==> src/verilog/sefd_regs.svh <==
// Register offsets, field positions, reset values and timing counts of the serial port flag block.
// Assumes inclusion by bare name from the package and the design file.
`ifndef SEFD_REGS_SVH
`define SEFD_REGS_SVH
`define SEFD_OFS_IRQ_MASK   12'h004
`define SEFD_OFS_CONFIG     12'h008
`define SEFD_OFS_EVENT_FLAG 12'h010
`define SEFD_OFS_FLAG_CLEAR 12'h014
`define SEFD_OFS_DATA       12'h018
`define SEFD_BIT_CONFLICT   7
`define SEFD_BIT_SEL_FAULT  6
`define SEFD_BIT_RX_LOST    5
`define SEFD_BIT_TX_STARVED 4
`define SEFD_BIT_SEL_RISE   3
`define SEFD_BIT_SEL_FALL   2
`define SEFD_BIT_RX_FULL    1
`define SEFD_BIT_TX_VACANT  0
`define SEFD_BIT_BUSY       8
`define SEFD_BIT_SEL_LEVEL  9
`define SEFD_BIT_ROLE       4
`define SEFD_CFG_WIDTH_MSB  3
`define SEFD_RST_IRQ_MASK   8'h00
`define SEFD_RST_FLAGS      8'h01
`define SEFD_RST_CLEAR      32'h0000_00FF
`define SEFD_RST_CONFIG     5'h0F
`define SEFD_SYNC_STAGES    3
`endif

==> src/verilog/sefd_pkg.sv <==
// Types shared by the serial port flag block.
// Assumes sefd_regs.svh on the include path.
`include "sefd_regs.svh"
package sefd_pkg;
    typedef enum logic [1:0] {
        SEFD_IDLE  = 2'b00,
        SEFD_SHIFT = 2'b01,
        SEFD_DONE  = 2'b11
    } sefd_link_state_type;

    typedef struct packed {
        logic sclk;
        logic sel_n;
        logic mosi;
    } sefd_pins_type;

    typedef struct packed {
        logic [2:0]          sclk_sync;
        logic [2:0]          sel_sync;
        logic [2:0]          mosi_sync;
        logic                sclk_stable;
        logic                sel_stable;
        logic                mosi_stable;
        sefd_link_state_type link_state;
        logic [4:0]          bit_count;
        logic [15:0]         shift_in;
        logic [15:0]         shift_out;
        logic                shift_loaded;
        logic [15:0]         tx_word;
        logic                tx_full;
        logic [15:0]         rx_word;
        logic [7:0]          flags;
        logic [7:0]          irq_mask;
        logic [4:0]          config_bits;
        logic [31:0]         prdata;
        logic                rd_wait;
        logic                miso;
    } sefd_state_type;
endpackage : sefd_pkg

==> src/verilog/sefd_top.sv <==
// Serial port event flags, interrupt mask, flag clear and data window behind an APB slave.
// Assumes a 20 MHz ref_clk and link pins from outside its domain, sampled through three flip-flops.
// Summary of operation
// - Eight interrupt enable bits, one per event, zero disables, one enables.
// - In controller role a low select input sets master_conflict_err, bit 7.
// - In target role a select error sets sel_fault_err, bit 6.
// - A word received while the receive buffer is unread sets rx_lost_word_err.
// - In target role, a clock fall at bit count zero with the shifter unloaded sets tx_starved_err.
// - Select rising edge sets bit 3, falling edge sets bit 2.
// - rx_full_flag is one while data waits; data read or clear write clears it.
// - tx_vacant_flag is one when the transmit buffer is empty.
// - After reset the flag register reads the transmit-empty bit and the select level bit 9 set.
// - Bit 9 shows the present select level.
// - Bit 8 reads one while a transfer is in progress.
// - Writing zero to clear bits 7..1 clears that flag; clear register reads ones.
// - Writing zero to tx_purge empties transmit buffer and shifter, sets tx_vacant_flag.
// - Data register low half writes a word to send and reads the last received.
// - Valid bits per word equal frame width field plus one, up to sixteen.
// - controller_role zero selects target role, one selects controller role.
//
// Decided for this implementation: the APB register port.
`timescale 1ns/1ns
`default_nettype none
`include "sefd_regs.svh"
module sefd_top
    import sefd_pkg::*;
#(
    parameter int DATA_WIDTH = 16
)(
    input  wire logic          ref_clk,
    input  wire logic          arst_n,
    input  wire logic          psel,
    input  wire logic          penable,
    input  wire logic          pwrite,
    input  wire logic [11:0]   paddr,
    input  wire logic [31:0]   pwdata,
    output logic      [31:0]   prdata,
    output logic               pready,
    output logic               pslverr,
    input  wire sefd_pins_type link_pins,
    output logic               miso,
    output logic               irq
);
    logic [1:0]     rst_sync;
    logic           rst_n;
    sefd_state_type cur;
    sefd_state_type next_state;

    always_ff @(posedge ref_clk or negedge arst_n)
    begin
        if (!arst_n)
            rst_sync <= 2'b00;
        else
            rst_sync <= {rst_sync[0], 1'b1};
    end
    assign rst_n = rst_sync[1];

    logic        wr_acc;
    logic        rd_req;
    logic        rd_acc;
    logic        hit_mask;
    logic        hit_cfg;
    logic        hit_flag;
    logic        hit_clear;
    logic        hit_data;
    logic        mapped;
    logic        role_ctrl;
    logic [4:0]  last_bit;
    logic        sclk_rise;
    logic        sclk_fall;
    logic        sel_rise;
    logic        sel_fall;
    logic        word_done;
    logic        starve;
    logic        sel_error;
    logic [7:0]  set_ev;
    logic [7:0]  clr_ev;
    logic [31:0] rd_value;

    assign hit_mask  = (paddr == `SEFD_OFS_IRQ_MASK);
    assign hit_cfg   = (paddr == `SEFD_OFS_CONFIG);
    assign hit_flag  = (paddr == `SEFD_OFS_EVENT_FLAG);
    assign hit_clear = (paddr == `SEFD_OFS_FLAG_CLEAR);
    assign hit_data  = (paddr == `SEFD_OFS_DATA);
    assign mapped    = hit_mask | hit_cfg | hit_flag | hit_clear | hit_data;
    assign wr_acc    = psel & penable & pwrite & mapped;
    // A read waits one cycle so that the registered read data stands at the edge that completes it.
    assign rd_req    = psel & penable & ~pwrite;
    assign rd_acc    = rd_req & mapped & cur.rd_wait;
    assign pready    = ~rd_req | cur.rd_wait;
    assign pslverr   = psel & penable & ~mapped;
    assign role_ctrl = cur.config_bits[`SEFD_BIT_ROLE];
    assign last_bit  = {1'b0, cur.config_bits[`SEFD_CFG_WIDTH_MSB:0]};

    // A pin level counts as changed only when the second and third stages agree.
    assign sclk_rise = (cur.sclk_sync[1] == cur.sclk_sync[2]) & cur.sclk_sync[2] & ~cur.sclk_stable;
    assign sclk_fall = (cur.sclk_sync[1] == cur.sclk_sync[2]) & ~cur.sclk_sync[2] & cur.sclk_stable;
    assign sel_rise  = (cur.sel_sync[1] == cur.sel_sync[2]) & cur.sel_sync[2] & ~cur.sel_stable;
    assign sel_fall  = (cur.sel_sync[1] == cur.sel_sync[2]) & ~cur.sel_sync[2] & cur.sel_stable;
    assign word_done = ~role_ctrl & sclk_rise & ~cur.sel_stable & (cur.bit_count == last_bit);
    // A target that is clocked with nothing loaded shifts out stale data.
    assign starve    = ~role_ctrl & sclk_fall & ~cur.sel_stable & ~cur.shift_loaded
                       & (cur.bit_count == 5'd0);
    // Select released in the middle of a word is a select error for a target.
    assign sel_error = ~role_ctrl & sel_rise & (cur.link_state == SEFD_SHIFT) & (cur.bit_count != 5'd0);

    always_comb
    begin
        set_ev = 8'h00;
        set_ev[`SEFD_BIT_CONFLICT]   = role_ctrl & ~cur.sel_stable;
        set_ev[`SEFD_BIT_SEL_FAULT]  = sel_error;
        set_ev[`SEFD_BIT_RX_LOST]    = word_done & cur.flags[`SEFD_BIT_RX_FULL];
        set_ev[`SEFD_BIT_TX_STARVED] = starve;
        set_ev[`SEFD_BIT_SEL_RISE]   = sel_rise;
        set_ev[`SEFD_BIT_SEL_FALL]   = sel_fall;
        set_ev[`SEFD_BIT_RX_FULL]    = word_done;
        clr_ev = 8'h00;
        if (wr_acc && hit_clear)
            clr_ev[7:1] = ~pwdata[7:1];
        if (rd_acc && hit_data)
            clr_ev[`SEFD_BIT_RX_FULL] = 1'b1;
    end

    always_comb
    begin
        rd_value = 32'h0000_0000;
        if (hit_mask)
            rd_value = {24'h00_0000, cur.irq_mask};
        else if (hit_cfg)
            rd_value = {27'h000_0000, cur.config_bits};
        else if (hit_flag)
            rd_value = {22'h00_0000, cur.sel_stable, cur.link_state != SEFD_IDLE, cur.flags};
        else if (hit_clear)
            rd_value = `SEFD_RST_CLEAR;
        else if (hit_data)
            rd_value = {16'h0000, cur.rx_word};
    end

    always_comb
    begin
        next_state = cur;
        next_state.sclk_sync = {cur.sclk_sync[1:0], link_pins.sclk};
        next_state.sel_sync  = {cur.sel_sync[1:0], link_pins.sel_n};
        next_state.mosi_sync = {cur.mosi_sync[1:0], link_pins.mosi};
        if (cur.sclk_sync[1] == cur.sclk_sync[2])
            next_state.sclk_stable = cur.sclk_sync[2];
        if (cur.sel_sync[1] == cur.sel_sync[2])
            next_state.sel_stable = cur.sel_sync[2];
        if (cur.mosi_sync[1] == cur.mosi_sync[2])
            next_state.mosi_stable = cur.mosi_sync[2];
        next_state.prdata  = (rd_req && mapped && !cur.rd_wait) ? rd_value : cur.prdata;
        next_state.rd_wait = rd_req & ~cur.rd_wait;

        if (wr_acc && hit_mask)
            next_state.irq_mask = pwdata[7:0];
        if (wr_acc && hit_cfg)
            next_state.config_bits = pwdata[4:0];

        // Shift engine: target role, mode 0, MSB first within the configured width.
        case (cur.link_state)
            SEFD_IDLE:
            begin
                next_state.bit_count = 5'd0;
                if (!role_ctrl && !cur.sel_stable)
                    next_state.link_state = SEFD_SHIFT;
            end
            SEFD_SHIFT:
            begin
                if (cur.sel_stable || role_ctrl)
                    next_state.link_state = SEFD_IDLE;
                else if (sclk_rise)
                begin
                    next_state.shift_in  = {cur.shift_in[14:0], cur.mosi_stable};
                    next_state.bit_count = cur.bit_count + 5'd1;
                    if (word_done)
                        next_state.link_state = SEFD_DONE;
                end
                if (sclk_fall && cur.bit_count == 5'd0 && cur.tx_full)
                begin
                    next_state.shift_out    = cur.tx_word << (5'd15 - last_bit);
                    next_state.shift_loaded = 1'b1;
                    next_state.tx_full      = 1'b0;
                end
                else if (sclk_fall && cur.bit_count != 5'd0)
                    next_state.shift_out = {cur.shift_out[14:0], 1'b0};
            end
            SEFD_DONE:
            begin
                next_state.rx_word      = cur.shift_in & ((16'h0001 << (last_bit + 5'd1)) - 16'h0001);
                next_state.shift_loaded = 1'b0;
                next_state.bit_count    = 5'd0;
                next_state.link_state   = cur.sel_stable ? SEFD_IDLE : SEFD_SHIFT;
            end
            default:
                next_state.link_state = SEFD_IDLE;
        endcase
        next_state.miso = cur.shift_out[15];

        if (wr_acc && hit_data)
        begin
            next_state.tx_word = pwdata[15:0];
            next_state.tx_full = 1'b1;
        end
        if (wr_acc && hit_clear && !pwdata[`SEFD_BIT_TX_VACANT])
        begin
            next_state.tx_full      = 1'b0;
            next_state.shift_out    = 16'h0000;
            next_state.shift_loaded = 1'b0;
        end

        next_state.flags[7:1] = (cur.flags[7:1] & ~clr_ev[7:1]) | set_ev[7:1];
        next_state.flags[`SEFD_BIT_TX_VACANT] = ~next_state.tx_full;
    end

    always_ff @(posedge ref_clk or negedge rst_n)
    begin
        if (!rst_n)
        begin
            cur             <= '0;
            cur.sclk_sync   <= 3'b000;
            cur.sel_sync    <= 3'b111;
            cur.sel_stable  <= 1'b1;
            cur.link_state  <= SEFD_IDLE;
            cur.flags       <= `SEFD_RST_FLAGS;
            cur.irq_mask    <= `SEFD_RST_IRQ_MASK;
            cur.config_bits <= `SEFD_RST_CONFIG;
        end
        else
            cur <= next_state;
    end

    assign prdata = cur.prdata;
    assign miso   = cur.miso;
    assign irq    = |(cur.flags & cur.irq_mask);

    chk_flag_reset_value: assert property (@(posedge ref_clk) $rose(rst_n) |-> cur.flags == 8'h01)
        else $error("flag register not at reset value");
    chk_irq_level_match: assert property (@(posedge ref_clk) disable iff (!rst_n)
        irq == |(cur.flags & cur.irq_mask))
        else $error("interrupt output disagrees with flags and mask");
    chk_clear_zero_works: assert property (@(posedge ref_clk) disable iff (!rst_n)
        wr_acc && hit_clear && !pwdata[5] && !set_ev[5] |=> !cur.flags[5])
        else $error("write zero did not clear overflow flag");
    chk_set_beats_clear: assert property (@(posedge ref_clk) disable iff (!rst_n)
        set_ev[3] |=> cur.flags[3])
        else $error("rising edge event lost");
    chk_purge_sets_vacant: assert property (@(posedge ref_clk) disable iff (!rst_n)
        wr_acc && hit_clear && !pwdata[0] |=> cur.flags[0])
        else $error("purge did not set transmit empty");
    chk_vacant_tracks_tx: assert property (@(posedge ref_clk) disable iff (!rst_n)
        cur.flags[0] == !cur.tx_full)
        else $error("transmit empty flag wrong");
    chk_conflict_in_ctrl: assert property (@(posedge ref_clk) disable iff (!rst_n)
        role_ctrl && !cur.sel_stable |=> cur.flags[7])
        else $error("controller conflict not flagged");
    chk_rx_read_clears: assert property (@(posedge ref_clk) disable iff (!rst_n)
        rd_acc && hit_data && !word_done |=> !cur.flags[1])
        else $error("data read did not clear receive flag");
    chk_overflow_set: assert property (@(posedge ref_clk) disable iff (!rst_n)
        word_done && cur.flags[1] |=> cur.flags[5])
        else $error("overflow not flagged");
    chk_clear_reads_ones: assert property (@(posedge ref_clk) disable iff (!rst_n)
        rd_acc && hit_clear |=> prdata == 32'h0000_00FF)
        else $error("clear register readback wrong");
    chk_target_no_conflict: assert property (@(posedge ref_clk) disable iff (!rst_n)
        !role_ctrl && !cur.flags[7] && !(wr_acc && hit_cfg) |=> !cur.flags[7])
        else $error("conflict flag raised in target role");

    cov_word_received: cover property (@(posedge ref_clk) disable iff (!rst_n) word_done);
    cov_overflow: cover property (@(posedge ref_clk) disable iff (!rst_n) set_ev[5]);
    cov_irq_raised: cover property (@(posedge ref_clk) disable iff (!rst_n) $rose(irq));
    cov_starve: cover property (@(posedge ref_clk) disable iff (!rst_n) starve);
endmodule : sefd_top
`default_nettype wire
==> config.mk <==
export PLATFORM = sky130hd
export DESIGN_NAME = sefd_top
export DESIGN_NICKNAME = d
export VERILOG_FILES = /design/src/verilog/sefd_pkg.sv /design/src/verilog/sefd_top.sv
export VERILOG_INCLUDE_DIRS = /design/src /design/src/verilog
export SDC_FILE = /design/constraint.sdc
export NUM_CORES = 1
export LEC_CHECK = 0
export BUFFER_PORTS_ARGS = -buffer_cell sky130_fd_sc_hd__buf_2
export CAP_MARGIN = 5
export CORE_ASPECT_RATIO = 0.75
export CORE_UTILIZATION = 50
export DETAILED_ROUTE_END_ITERATION = 6
export GPL_TIMING_DRIVEN = 0
export PLACE_DENSITY = 0.71
export SYNTH_ARGS = -nofsm -noshare
export SYNTH_HDL_FRONTEND = slang
export SYNTH_SLANG_ARGS = --single-unit
==> constraint.sdc <==
create_clock -name ref_clk -period 10.53 [get_ports ref_clk]
set_input_delay 1.5795 -clock ref_clk [delete_from_list [all_inputs] [get_ports ref_clk]]
set_output_delay 1.5795 -clock ref_clk [all_outputs]
set_load 0.05 [all_outputs]
* After elaboration in Yosys (flattened, before gate mapping) *
Cells that the tools add are included.

word-level totals
  bits in registers = 142
  bits in latches = 0
  bits in writable memories = 0
  memory bits (read-only) = 0
  logic and storage cells = 152
  memories kept = 0

operators by class
  add/subtract/negate cells = 4
  multiply operators = 0
  divide/modulo/power cells = 0
  magnitude comparators = 0
  eq/ne operators = 17
  shift operators = 2
  muxes and demuxes = 25
  bitwise gates (word level) = 51
  reductions and logical operators = 32

operator list
  operator                                                                count
  16-bit 2-to-1 mux                                                       8
  12-bit by 5-bit equality test with 1-bit output, second input constant  3
  1-bit bitwise AND                                                       28
  23-bit 2-to-1 mux                                                       1
  21-bit 2-to-1 mux                                                       1
  17-bit 2-to-1 mux                                                       1
  16-bit bitwise AND                                                      1
  1-bit by 5-bit left shift with 16-bit output, first input constant      1
  16-bit by 5-bit left shift with 16-bit output                           1
  16-bit by 1-bit subtractor with 16-bit output, second input constant    1
  7-bit NOT                                                               2
  12-bit by 3-bit equality test with 1-bit output, second input constant  1
  12-bit by 4-bit equality test with 1-bit output, second input constant  1
  1-bit logical AND                                                       12
  1-bit NOT                                                               12
  5-bit one-hot mux with 2 select lines                                   1
  3-bit AND reduction                                                     3
  8-bit bitwise AND                                                       1
  8-bit OR reduction                                                      1
  7-bit bitwise AND                                                       1
  1-bit 2-to-1 mux                                                        7
  7-bit 2-to-1 mux                                                        1
  7-bit OR                                                                1
  2-bit 2-to-1 mux                                                        3
  other kinds (22)                                                        38

* Logic depth before layout (Yosys ltp) *
Gate-level depths: netlist of the first run.

  word-level depth = 12
  mapped depth = 12

* Worst setup path before layout of the first run *
OpenSTA, ideal clock, no wires.

  kind = input to output
  from = in paddr[2]
  to = out pslverr
  data arrival time = 2953 ps
  setup slack = 5997 ps
  cell stages on the path = 4
  buffers on the path = 1
  path through = buf_2 > nor3_1 > a2111oi_4 > a21oi_1

on the way
  cells in the longest elaborated chain, start to end = 7

ends and longest elaborated chain
  element                                                                                                                                     line            RTL
  start, declared                                                                                                                             sefd_top.sv:35  input wire logic [11:0] paddr,
  12-bit by 3-bit equality test with 1-bit output (no source line) / 12-bit by 4-bit equality test with 1-bit output (equally long branches)  n/a
  1-bit OR (3 in a row)                                                                                                                       sefd_top.sv:85  assign mapped = hit_mask | hit_cfg | hit_flag | hit_clear | hit_data;
  1-bit OR (*)                                                                                                                                sefd_top.sv:85
  1-bit NOT (*)                                                                                                                               sefd_top.sv:91  assign pslverr = psel & penable & ~mapped;
  1-bit bitwise AND (*)                                                                                                                       sefd_top.sv:91
  end, declared                                                                                                                               sefd_top.sv:39  output logic pslverr,

Every way passes the cells marked *; elsewhere a longest branch is shown, timed or not.

* Worst setup path after layout of the first run *
  from = in paddr[10]
  to = out pslverr

The elaborated chain is that of the path after synthesis.

==> results.toml, run 1 <==
[run_status]
status = "finished clean"

[grt]
antenna_found_initial = 0
grt_pass1_vias = 5156
grt_overflow_total = 0
grt_usage = 0.292
grt_pass1_wl_um = 29400
grt_max_degree = 50

[detailed_routing]
m1WireLength_um = 9110
routedWlPerCell_um = 20.8
vias = 5373
drtAntennaViolNets = 0
drt-total-wl_um = 18700
maxUsedRoutingLayer = "met4"
wl_met2_um = 7690
vias_per_cell = 5.96
drt_iter0_drc = 421
routed-wl-met3_um = 1740
drc_errors = 0
drtPass1Iterations = 5

[clocking]
postCtsHoldBufs = 0
cts_setup_buffers = 0
cts_made_buffers = 17
cts-root-buf = "clkbuf_16"
cts_resized = 0
h-tree-depth = 4
path_clk_slew_ns = 0.05
cts_tree = "yes"
insertion_delay_ns = 0.42
cts_num_sinks = 126
cts.path.max_buffers = 2

[floorplan]
rows = 36
start_util = 0.515
die_area_um2 = 13900
fp.dieH_um = 102
io_pins = 88
die_x_um = 136
core_area_um2 = 13000

[setup_path]
crit_required_ns = 8.95
cp_max_fo = 7
cp.arrival_ns = 2.86
critPathLaunchType = "primary input"
critPathKind = "primary input to output port"
end_kind = "output port"

[timing]
fmax_mhz = 225
tightest_slew_ns = 0.905
grt_setup_unrepaired = "no"
skew_ns = 0.00838
slew-limit-headroom = 0.392
slew_violations = 0
setup_tns_ns = 0
hold_viol = 0
setup_viol = 0
period_share = 0.421
finalCriticalPeriod_ns = 4.43

[synthesis]
yosysWarnings = 0
postSynthAreaPerCell_um2 = 10.7
synth_edf_count = 0
synth_area_leader_cell = "dfrtp_1"
synth_ff_type = "dfrtp_1"
synth_area_leaders = "dfrtp_1, mux2_2, buf_4"
synth_top_area_share = 0.437
async_flop_share = 1.00
yosysUniqueCellTypes = 73
yosysSeqAreaShare = 0.472
ys_ff_latch = 126
syn_area_um2 = 6700
syn_inst = 626

[finish]
final_common_cell = "dfrtp_1"
final_cell_mix = "dfrtp_1, buf_2, nand2_1"
layout-drive-gt1-share = 0.284
fin_cells = 901
syn2layout_area_growth_pct = 17.0
antennaDiodeCount = 0
fin_nets = 781

[place]
dp.cells = 870
io_buffers = 55
dp_hpwl_um = 14000
place_congestion = 0.946

[worst_hold_path]
worstHoldPathType = "flip-flop to async pin"

[pwr]
p_per_area_nw_per_um2 = 162
vdd_drop_max_uv = 143
p_leak_nw = 3.57

[job]
max_cap_violations = 0
[cells in the mapped netlist (12+ instances only)]
master    number
inv_1         23
nand3_1       21
clkbuf_1      21
a21oi_1       29
nand2_1       52
nor3_1        12
mux2_2        39
buf_4         33
nor2_1        36
dfrtp_1      117
o21ai_0       31
[cells by family after synthesis]
group                      after synthesis  share of synthesized area
buffers and inverters                   88                     0.0715
DFF                                    126                      0.472
adders and majority gates               12                     0.0220
muxes                                   72                      0.137
and+or+nand+nor                        167                      0.132
AOI/OAI and AO/OA                      154                      0.157
other                                    2                    0.00112
xor gates and xnor gates                 5                    0.00654
[cell type report]
| class | instances | area (um2) |
|---|---|---|
| buffer | 65 | 393 |
| clock buffer | 18 | 439 |
| clock inverter | 13 | 91.3 |
| fill | 1133 | 5180 |
| inverter | 23 | 86.3 |
| multi-input combinational | 428 | 3120 |
| sequential | 126 | 3170 |
| tap | 171 | 214 |
| timing repair buffer | 57 | 330 |
[through the flow]
step                      cell area [um2]  power, mW  hold slack (ns)  setup WS (ns)  utilization
after floorplan                      6760      0.688            0.331           6.00            -
after global placement               7250      0.737            0.333           5.51        0.557
after detailed placement             7310      0.749            0.284           6.11        0.561
after CTS                            7840       1.28            0.290           6.11        0.602
after global routing                 7840       1.33            0.316           5.98        0.602
final                                7840       1.27            0.275           6.10        0.602
[worst paths after layout]
kind	slack (ns)	depth (start not counted)	start	endpoint
setup / recovery	6.10	6	paddr[10]	pslverr
hold / removal	0.28	0	rst_sync[1]	prdata[4]
setup reg to reg	7.32	11	cur[35]	cur[65]
hold reg to reg	0.28	0	rst_sync[1]	prdata[4]
max in group asynchronous	9.40	2	rst_sync[1]	cur[112]
min in group ref_clk	0.35	0	cur[134]	cur[135]
[sequential cells by signal (all words and copies together), names as in the netlist]
signal,cells
cur,107
miso,1
prdata,16
rst_sync,2
[worst max-delay path, stage by stage]
cell	delay (ns)
buf_2	0.11
nor4_2	0.50
and2_1	0.19
buf_2	0.18
a21oi_1	0.08
buf_2	0.22
[metal layers]
layer,global-route usage,vias up
met2,0.402,255
li1,-,2433
met3,0.0833,18
met4,0.0787,0
met1,0.443,2667
met5,0,-
[power by group]
group | switching (mW) | total [mW] | internal [mW]
Combinational | 0.107 | 0.170 | 0.0632
Sequential | 0.0385 | 0.574 | 0.536
Clock | 0.224 | 0.530 | 0.305
Total | 0.370 | 1.27 | 0.904
Power figures use the tool's default switching activity.
==> inputs of run 2 (changes only) <==
- PLACE_DENSITY: 0.71 -> 0.73
- clock period: 10.53 -> 3.7 ns (I/O delays scaled with it)
==> run 2 against run 1 <==
- final cell count rose by 0.22%
- clock power increased to 3.3 times the previous value
- count of clock-buffer cells in the layout is 2 higher
- sequential share of layout area fell by 0.54 points
- sequential cell count did not move
- worst hold slack lost 0.033 ns
- setup slack worse by 5.5 ns
- largest cell class unchanged
- largest power group is now clock
- highest routed layer unchanged
==> results.toml, run 2 (same netlist as run 1, synthesis figures left out) <==
[finish]
syn2layout_area_growth_pct = 18.6
fillerInstances = 1066
final_cell_mix = "dfrtp_1, buf_2, nand2_1"
final_common_cell = "dfrtp_1"
fin_nets = 782
layout-drive-gt1-share = 0.283
largest_reg_flops = 107
stdcell_area_um2 = 7940
largest_register = "cur"

[place]
io_buffers = 55
place_congestion = 0.934
dp_hpwl_um = 13800
dpl_cell_area_um2 = 7310

[pwr]
p_per_area_nw_per_um2 = 488
p_leak_nw = 3.61
vdd_drop_max_uv = 324

[grt]
grt_max_degree = 51
grt_pass1_vias = 5056
antenna_found_initial = 1
grt_pass1_wl_um = 28800
grt_overflow_total = 0
grt_usage = 0.285

[setup_path]
critPathLaunchType = "flip-flop"
end_kind = "flip-flop"
slowest_delay_ns = 0.65
critical_path.top_delay_family = "simple AND/OR/NAND/NOR gates"
critPathKind = "flip-flop to flip-flop"
crit_required_ns = 4.04
worst_path_max_delay_cell = "or4b_2"
crit_chain = "buf_2 -> buf_2 -> clkbuf_1 -> nor3_1 -> nand2_1 -> ha_1 -> clkbuf_1 -> or4b_2 -> a21oi_1 -> nor2_1 -> o2bb2ai_1"
cp.arrival_ns = 3.48
path_buf_inv = 4
cp_max_fo = 10

[floorplan]
start_util = 0.515
fp.dieH_um = 102
io_pins = 88
die_area_um2 = 13900
rows = 36
core_area_um2 = 13000
die_x_um = 136

[timing]
finalCriticalPeriod_ns = 3.14
setup_viol = 0
tightest_slew_ns = 0.906
period_share = 0.849
setup_tns_ns = 0
slew_violations = 0
skew_ns = 0.00651
fmax_mhz = 318
slew-limit-headroom = 0.394
hold_viol = 0
grt_setup_unrepaired = "no"

[clocking]
cts.path.max_buffers = 2
cts_tree = "yes"
path_clk_slew_ns = 0.06
h-tree-depth = 4
insertion_delay_ns = 0.42
cts-root-buf = "clkbuf_16"
cts_made_buffers = 17
cts_num_sinks = 126
cts_setup_buffers = 0

[detailed_routing]
vias_per_cell = 5.93
routedWlPerCell_um = 20.8
drt-total-wl_um = 18700
drtAntennaViolNets = 0
drc_errors = 0
drt_iter0_drc = 426
drtPass1Iterations = 5
vias = 5355

[worst_hold_path]
worstHoldPathType = "primary input to flip-flop"

[run_status]
status = "finished clean"

[job]
max_cap_violations = 0
run 2: cell count changes in the layout (fill, tap and decap cells not counted), sizes merged:
cell,change
inv,-1
clkinv,-3
clkinvlp,-1
clkbuf,+2
diode,+1
bufinv,+3
dlygate4sd3,+1
run 2: timing repair:
| action | 4_1_cts | 5_1_grt |
|---|---|---|
| resized for setup | 0 | 0 |
| endpoints found under the hold margin | 2 | 0 |
| hold buffers | 1 | 0 |
run 2: per-stage QoR:
step,power (mW),instances,util,setup slack (ns),hold slack [ns]
after floorplan,1.96,642,-,1.09,0.259
after global placement,2.09,868,0.557,0.627,0.332
after detailed placement,2.13,870,0.561,0.595,0.300
after CTS,3.89,902,0.610,0.572,0.233
after global routing,4.03,902,0.610,0.351,0.226
final,3.88,903,0.610,0.559,0.242
run 2: layout make-up:
class                   instances  area (um2)  share of cell area
repair buffers                 58         340              0.0428
clock buffers                  20         467              0.0587
diodes                          1        2.50            0.000315
clock inverters                11         158              0.0198
flip-flops and latches        126        3170               0.399
well taps                     171         214              0.0269
plain buffers                  65         393              0.0495
multi-input cells             428        3120               0.392
inverters                      23        86.3              0.0109
run 2: worst paths after layout:
check                                   from        end  slack, ns  cells past startpoint
worst max-delay path                 cur[35]    cur[65]       0.56                     11
worst min-delay path            link_pins[0]   cur[131]       0.24                      1
worst max register to register       cur[35]    cur[65]       0.56                     11
worst min register to register   rst_sync[1]  prdata[4]       0.29                      0
max in group asynchronous        rst_sync[1]   cur[134]       2.76                      1
min in group asynchronous        rst_sync[1]  prdata[4]       0.29                      0
run 2: report_power, final:
group / switching [mW] / leakage, nW / internal [mW]
clock: 0.647 / 0.299 / 1.12
combinational: 0.300 / 1.73 / 0.180
sequential: 0.107 / 1.59 / 1.52
run 2: worst register-to-register path: stages (launching register included):
cell	delay, ns
dfstp_2	0.36
buf_2	0.18
buf_2	0.25
clkbuf_1	0.31
nor3_1	0.37
nand2_1	0.13
ha_1	0.21
clkbuf_1	0.21
or4b_2	0.65
a21oi_1	0.18
nor2_1	0.06
o2bb2ai_1	0.16
run 2: routing by layer:
layer,vias to the layer above,global-route usage,part of all wire
met4,0,0.0787,0.012
met2,244,0.406,0.42
met1,2657,0.421,0.48
met3,23,0.0828,0.088
met5,-,0,0
li1,2431,-,-
